File: config.mk
export PLATFORM = sky130hd
export DESIGN_NAME = alsp_ctrl
export DESIGN_NICKNAME = d
export VERILOG_FILES = /design/src/common/alsp_pkg.sv /design/src/logic/alsp_angle_shape.sv /design/src/logic/alsp_ctrl.sv
export SDC_FILE = /design/constraint.sdc
export NUM_CORES = 1
export LEC_CHECK = 0
export BUFFER_PORTS_ARGS = -buffer_cell sky130_fd_sc_hd__buf_2
export CORE_MARGIN = 1
export CORE_UTILIZATION = 40
export CTS_CLUSTER_DIAMETER = 100
export DETAILED_ROUTE_END_ITERATION = 7
export MAX_ROUTING_LAYER = met4
export PLACE_DENSITY = 0.61
export SLEW_MARGIN = 20
export SYNTH_ARGS = -nofsm -noshare
export SYNTH_HDL_FRONTEND = slang
export SYNTH_HIERARCHICAL = 1
export SYNTH_SLANG_ARGS = --single-unit
File: constraint.sdc
create_clock -name clock -period 1.51 [get_ports clock]
set_input_delay 0 -clock clock [delete_from_list [all_inputs] [get_ports clock]]
set_output_delay 0 -clock clock [all_outputs]
set_load 0.03 [all_outputs]
File: src/common/alsp_pkg.sv
/*
  shared constants and carrier types for the angle load strobe controller.
  assumes a single 20 MHz clock and a device with a 12-bit angle port.
*/
package alsp_pkg;
  // clock rate and angle word width
  localparam int unsigned CLK_HZ = 20_000_000;
  localparam int unsigned CLK_PERIOD_NS = 1_000_000_000 / CLK_HZ;
  localparam int ANGLE_W = 12;

  // strobe high time, least 100 ns, rounded up to cycles
  localparam int unsigned STROBE_HIGH_NS = 100;
  localparam int unsigned STROBE_HIGH_CYC =
    (STROBE_HIGH_NS + CLK_PERIOD_NS - 1) / CLK_PERIOD_NS;

  // falling edge to next rising edge, least 2.73 us (2730 ns)
  localparam int unsigned STROBE_GAP_NS = 2730;
  localparam int unsigned STROBE_GAP_CYC =
    (STROBE_GAP_NS + CLK_PERIOD_NS - 1) / CLK_PERIOD_NS;

  // longest busy time 2.5 us, used as a timeout when waiting for busy
  localparam int unsigned BUSY_MAX_NS = 2500;
  localparam int unsigned BUSY_MAX_CYC = BUSY_MAX_NS / CLK_PERIOD_NS;

  // angle data set-up before the strobe rising edge, 25 ns
  localparam int unsigned SETUP_NS = 25;
  localparam int unsigned SETUP_CYC =
    (SETUP_NS + CLK_PERIOD_NS - 1) / CLK_PERIOD_NS;

  localparam int CNT_W = 8;

  // modes that shape the angle before it is sent
  typedef enum logic [1:0] {
    ALSP_MODE_FWD = 2'b00,
    ALSP_MODE_REV = 2'b01
  } alsp_mode_type;

  // user request to load one angle
  typedef struct packed {
    logic [ANGLE_W-1:0] angle;
    alsp_mode_type mode;
    logic [1:0] pole_shift;
  } alsp_req_type;

  // pins driven to the device
  typedef struct packed {
    logic strobe;
    logic [ANGLE_W-1:0] angle;
  } alsp_pins_type;
endpackage

File: src/logic/alsp_angle_shape.sv
/*
  angle shaping: pole-pair scaling by left shift and optional negation.
  assumes it is clocked with the controller; result is registered.
*/
module alsp_angle_shape
  import alsp_pkg::*;
(
  // clock and reset
  input wire logic clock,
  input wire logic rstn,
  // request in
  input wire logic load,
  input wire alsp_req_type req,
  // shaped angle out
  output logic [ANGLE_W-1:0] angle_out
);
  logic [ANGLE_W-1:0] scaled;
  logic [ANGLE_W-1:0] shaped;

  // shift drops upper bits; negation wraps modulo 4096
  always_comb begin
    scaled = req.angle << req.pole_shift;
    if (req.mode == ALSP_MODE_REV) begin
      shaped = ANGLE_W'(~scaled + 1'b1);
    end else begin
      shaped = scaled;
    end
  end

  // hold the shaped word
  always_ff @(posedge clock or negedge rstn) begin
    if (!rstn) begin
      angle_out <= '0;
    end else if (load) begin
      angle_out <= shaped;
    end
  end
endmodule

File: src/logic/alsp_ctrl.sv
/*
  controller that loads rotation angles into a vector rotation device.
  assumes the device busy pin is synchronous to clock.
  assumes the caller paces requests when stepping for harmonics.
*/
// Summary of operation
// - strobe high at least 100 ns
// - 2.73 us from strobe fall to rise
// - reverse rotation by presenting negated angle
// - harmonic n: step rate 4096*n*f (the controller steps once per request; the caller sets the rate)
// - scale angle by two to pole pairs-1
// - scale by left shift, dropping upper bits
module alsp_ctrl
  import alsp_pkg::*;
(
  // clock and reset
  input wire logic clock,
  input wire logic rstn,
  // user request
  input wire logic req_valid,
  input wire alsp_req_type req,
  output logic req_ready,
  // completion
  output logic done,
  output logic timeout,
  // device pins
  output alsp_pins_type pins,
  input wire logic busy
);
  typedef enum logic [2:0] {
    ST_IDLE = 3'b000,
    ST_SETUP = 3'b001,
    ST_HIGH = 3'b010,
    ST_WAIT = 3'b011,
    ST_GAP = 3'b100
  } alsp_state_type;

  alsp_state_type state_reg;
  logic [CNT_W-1:0] cnt_reg;
  logic [CNT_W-1:0] gap_reg;
  logic [ANGLE_W-1:0] shaped;
  logic take;
  logic busy_seen_reg;

  assign take = (state_reg == ST_IDLE) && req_valid;

  // shaping stage registers the angle on acceptance
  alsp_angle_shape u_shape (
    .clock(clock),
    .rstn(rstn),
    .load(take),
    .req(req),
    .angle_out(shaped)
  );

  // handshake sequencer
  always_ff @(posedge clock or negedge rstn) begin
    if (!rstn) begin
      state_reg <= ST_IDLE;
      cnt_reg <= '0;
    end else begin
      case (state_reg)
        ST_IDLE: begin
          // one angle step per request; the caller sets the step rate
          if (req_valid) begin
            state_reg <= ST_SETUP;
            cnt_reg <= '0;
          end
        end
        ST_SETUP: begin
          // data stable before strobe rises
          if (cnt_reg >= CNT_W'(SETUP_CYC - 1)) begin
            state_reg <= ST_HIGH;
            cnt_reg <= '0;
          end else begin
            cnt_reg <= cnt_reg + 1'b1;
          end
        end
        ST_HIGH: begin
          if (cnt_reg >= CNT_W'(STROBE_HIGH_CYC - 1)) begin
            state_reg <= ST_WAIT;
            cnt_reg <= '0;
          end else begin
            cnt_reg <= cnt_reg + 1'b1;
          end
        end
        ST_WAIT: begin
          // wait for busy to fall, bounded by its longest time
          if ((busy_seen_reg && !busy) ||
              cnt_reg >= CNT_W'(BUSY_MAX_CYC + 2)) begin
            state_reg <= ST_GAP;
          end else begin
            cnt_reg <= cnt_reg + 1'b1;
          end
        end
        ST_GAP: begin
          if (gap_reg >= CNT_W'(STROBE_GAP_CYC - 1)) begin
            state_reg <= ST_IDLE;
          end
        end
        default: state_reg <= ST_IDLE;
      endcase
    end
  end

  // spacing from strobe fall to the next rise
  always_ff @(posedge clock or negedge rstn) begin
    if (!rstn) begin
      gap_reg <= '0;
    end else if (state_reg == ST_HIGH) begin
      gap_reg <= '0;
    end else if (gap_reg != '1) begin
      gap_reg <= gap_reg + 1'b1;
    end
  end

  // remember busy rising after the strobe fell
  always_ff @(posedge clock or negedge rstn) begin
    if (!rstn) begin
      busy_seen_reg <= 1'b0;
    end else if (state_reg != ST_WAIT) begin
      busy_seen_reg <= 1'b0;
    end else if (busy) begin
      busy_seen_reg <= 1'b1;
    end
  end

  // device pins, all registered
  always_ff @(posedge clock or negedge rstn) begin
    if (!rstn) begin
      pins <= '0;
    end else begin
      // strobe rises one cycle after the angle word, so data is set up
      pins.strobe <= (state_reg == ST_HIGH);
      if (state_reg == ST_SETUP) begin
        pins.angle <= shaped;
      end
    end
  end

  // user side status
  always_ff @(posedge clock or negedge rstn) begin
    if (!rstn) begin
      req_ready <= 1'b0;
      done <= 1'b0;
      timeout <= 1'b0;
    end else begin
      req_ready <= (state_reg == ST_IDLE) && !req_valid;
      done <= (state_reg == ST_WAIT) && busy_seen_reg && !busy;
      timeout <= (state_reg == ST_WAIT) && !(busy_seen_reg && !busy) &&
                 cnt_reg >= CNT_W'(BUSY_MAX_CYC + 2);
    end
  end

  // cycles since strobe was last high, for the full spacing check;
  // starts saturated so the first pulse after reset is legal
  logic [CNT_W-1:0] since_fall_reg;
  always_ff @(posedge clock or negedge rstn) begin
    if (!rstn) begin
      since_fall_reg <= '1;
    end else if (pins.strobe) begin
      since_fall_reg <= '0;
    end else if (since_fall_reg != '1) begin
      since_fall_reg <= since_fall_reg + 1'b1;
    end
  end
endmodule

==> impl_metrics.tcl <==
set metrics [dict create \
    status "complete, but fails checks" \
    violations "setup timing" \
    place_congestion 0.853 \
    area_growth_pct 34.7 \
    max_freq_ghz 0.643 \
    die_y_um 86.5 \
    worst_pin_slew_ns 0.453 \
    crit_chain "o211a_4 > buf_6 > o311ai_4 > buf_6 > a31oi_2 > a21oi_2" \
    cts_root_buffer "clkbuf_8" \
    tritoncts "done" \
    n_fill_cell 574 \
    async_flop_share_pct 100 \
    portBuffers 35 \
    clk_pin_slew_ns 0.09 \
    synth_edf_count 0 \
    wl_um 5830 \
    firstDrtPassIters 4 \
    setup_viol 9 \
    rows 30 \
    top_register "pins" \
    dp.cells 432 \
    synth_warnings 6 \
    largestRegisters "pins: 13 flops, u_shape/angle_out: 12 flops" \
    clockBufferDepth 2 \
    grt_usage_pct 17.4 \
    timing.final.crit_share_pct 103 \
    layout_setup_ws_ns -0.0441 \
    ys_seq_area_share_pct 42.1 \
    maxCapViolations 0 \
    ir_worst_vdd_v 0.000290 \
    die_area_um2 7470 \
    syn_nets 292 \
    antenna_left 0 \
    slowest_stage "dfrtp_1" \
    worstPathArrival_ns 1.78 \
    path_common_cell "buf_6" \
    dr_total_vias 2303 \
    fin_skew_ns 0.00618 \
    r2r-end "cnt_reg[6]" \
    finalNonFillerCells 446 \
    crit_buf_inv 2 \
    holdWs_ns 0.113 \
    cp-startpoint "cnt_reg[3]" \
    reg2reg_from "cnt_reg[3]" \
    largest_reg_flops 13 \
    worstSetupPathType "flip-flop to flip-flop" \
    min_path_cells 4 \
    htreeDepth 2 \
    reg2reg_slack_ns -0.04 \
    max_stage_delay_ns 0.40 \
    ys_types 56 \
    ys.flop_type "dfrtp_1" \
    diodes 0 \
    crit_cells 6 \
    critPathTopFamily "compound AO/OA/AOI/OAI gates" \
    drv_slew 0 \
    synthesis.area_um2 2850 \
    r2r_cells 6 \
    nets 376 \
    drt_iter0_markers 47 \
    grt_pass1_wl_um 10000 \
    start_kind "flip-flop" \
    slew-limit-headroom_pct 69.8 \
    hold_path_class "input port to flip-flop" \
    synth.ff_latch_count 48 \
    required_ns 1.74 \
    cts_sinks 48 \
    insertion_delay_ns 0.30 \
    drive_gt1_share_pct 42.9 \
    initial_utilization_pct 41.8 \
    coreArea_um2 6830 \
    worst-path-max-fanout 3 \
    grt_pass1_vias 2261 \
    cellPowerDensity_nw_per_um2 681 \
    viasPerCell 5.16 \
    drc 0 \
    syn_avg_cell_area_um2 10.8 \
    hpwlAfterDp_um 4270 \
    total_leakage_power_nw 1.78 \
    numCtsBuffers 5 \
    period_needed_ns 1.55 \
    die_w_um 86.5 \
    hold_viol_final 0 \
    antenna_found_initial 0 \
    boundaryPins 36 \
    endpoint "cnt_reg[6]" \
    routedWlPerCell_um 13.1 \
    cp-end-kind "flip-flop" \
    synth_cells 265 \
    rsz0062_at_grt "yes" \
    grt_max_degree 31 \
    grt_overflow 0 \
]
==> where the power goes <==
group	leakage, nW	switching (W)	internal [W]	total, W
clock	0.0541	0.000428	0.000490	0.000918
sequential	0.608	0.0000174	0.00131	0.00133
combinational	1.12	0.000179	0.000187	0.000365
==> synth_stat cells, types with 2 or more instances <==
library cell / n / area (um2)
or2_2: 2 / 12.5
o31ai_1: 2 / 15.0
buf_2: 5 / 25.0
nand3b_1: 2 / 15.0
o221ai_1: 3 / 26.3
nand3_1: 6 / 30.0
o22ai_1: 2 / 12.5
nor2b_1: 5 / 31.3
inv_1: 11 / 41.3
clkbuf_1: 3 / 11.3
mux2_1: 12 / 135
nor3_1: 7 / 35.0
and2b_1: 2 / 15.0
o21bai_1: 2 / 15.0
nand2_1: 13 / 48.8
a31oi_1: 9 / 56.3
o21ai_1: 4 / 20.0
nor4_1: 4 / 25.0
dfrtp_1: 48 / 1200
ha_1: 7 / 87.6
buf_4: 2 / 15.0
mux2i_1: 4 / 40.0
nor2_1: 27 / 101
xnor2_1: 7 / 61.3
nand2b_1: 3 / 18.8
o21ai_0: 4 / 20.0
or3_1: 3 / 18.8
mux4_2: 10 / 225
buf_6: 3 / 33.8
nor4b_1: 2 / 17.5
xor2_1: 3 / 26.3
a21oi_1: 21 / 105
nand4_1: 4 / 25.0
==> timing repair <==
item / 4_1_cts / 5_1_grt
gates resized for setup: 16 / 26
hold buffers: 3 / 0
hold endpoints to repair: 20 / 0
buffers inserted: 1 / 2
endpoints found under the setup margin: 9 / 16
pin swaps: 13 / 12
==> metal layers <==
layer / wire [um] / vias to the layer above / part of all wire [%] / global-route usage, %
li1: - / 1140 / - / -
met1: 2700 / 1115 / 46 / 21.3
met2: 2900 / 41 / 50 / 29.1
met3: 162 / 7 / 2.8 / 2.95
met4: 71 / 0 / 1.2 / 5.91
met5: 0 / - / 0 / -
==> layout make-up <==
type | count | area, um2 | area share (%)
multi-input cells | 193 | 1730 | 44.9
flip-flops and latches | 48 | 1200 | 31.4
repair buffers | 90 | 639 | 16.6
well taps | 96 | 120 | 3.13
clock buffers | 5 | 68.8 | 1.79
clock inverters | 3 | 42.5 | 1.11
inverters | 11 | 41.3 | 1.07
==> kinds of logic (layout without fill, tap and decap cells) <==
| group | after synthesis | after routing | share of synthesized area [%] |
|---|---|---|---|
| adder cells (fa/ha/maj) | 7 | 7 | 3.07 |
| multiplexers | 27 | 27 | 14.4 |
| XOR/XNOR | 10 | 10 | 3.07 |
| AND/OR/NAND/NOR | 90 | 90 | 17.9 |
| AO/OA/AOI/OAI | 59 | 59 | 15.0 |
| flip-flops | 48 | 48 | 42.1 |
| buffers and inverters | 24 | 109 | 4.43 |
==> metrics by stage <==
step,power (W),util [%],setup WS [ns],TNS (ns),cell area (um2)
final,0.00262,56.2,-0.0441,-0.190,3840
after global routing,0.00274,56.2,-0.0949,-0.737,3840
after CTS,0.00265,54.1,-0.0381,-0.242,3700
after detailed placement,0.00171,50.8,-0.121,-1.20,3470
after global placement,0.00171,50.8,-0.0624,-0.653,3470
after floorplan,0.00156,-,-0.0442,-0.165,2860
==> worst register-to-register path, cell delays in order (launching register included) <==
cell and delay [ns]:
dfrtp_1 0.40, o211a_4 0.26, buf_6 0.12, o311ai_4 0.32
buf_6 0.18, a31oi_2 0.08, a21oi_2 0.12
==> how the worst min path moves through the flow <==
stage,start,slack (ns),endpoint
4_1_cts,req[4],0.11,u_shape/angle_out[0]
3_3_place_gp,rstn,-0.02,gap_reg[4]
5_1_grt,req[4],0.15,u_shape/angle_out[0]
6_report,req[4],0.11,u_shape/angle_out[0]
3_5_place_dp,rstn,-0.03,gap_reg[4]
2_1_floorplan,rstn,-0.30,busy_seen_reg
==> cells in the final DEF, fill, tap and decap left out, types with 4 or more instances in the layout <==
| cell | count |
|---|---|
| mux4_2 | 10 |
| nor3_1 | 7 |
| buf_4 | 45 |
| clkbuf_8 | 5 |
| xnor2_1 | 7 |
| mux2_1 | 12 |
| nor2b_1 | 4 |
| nand3_1 | 5 |
| nand2_1 | 12 |
| nor2_1 | 26 |
| dfrtp_1 | 45 |
| inv_1 | 9 |
| a31oi_1 | 5 |
| buf_6 | 5 |
| o21ai_0 | 4 |
| ha_1 | 5 |
| mux2i_1 | 4 |
| nand4_1 | 4 |
| a21oi_1 | 17 |
| a21oi_2 | 4 |
| buf_2 | 35 |
Note: power is estimated with default switching activity, not from simulation.
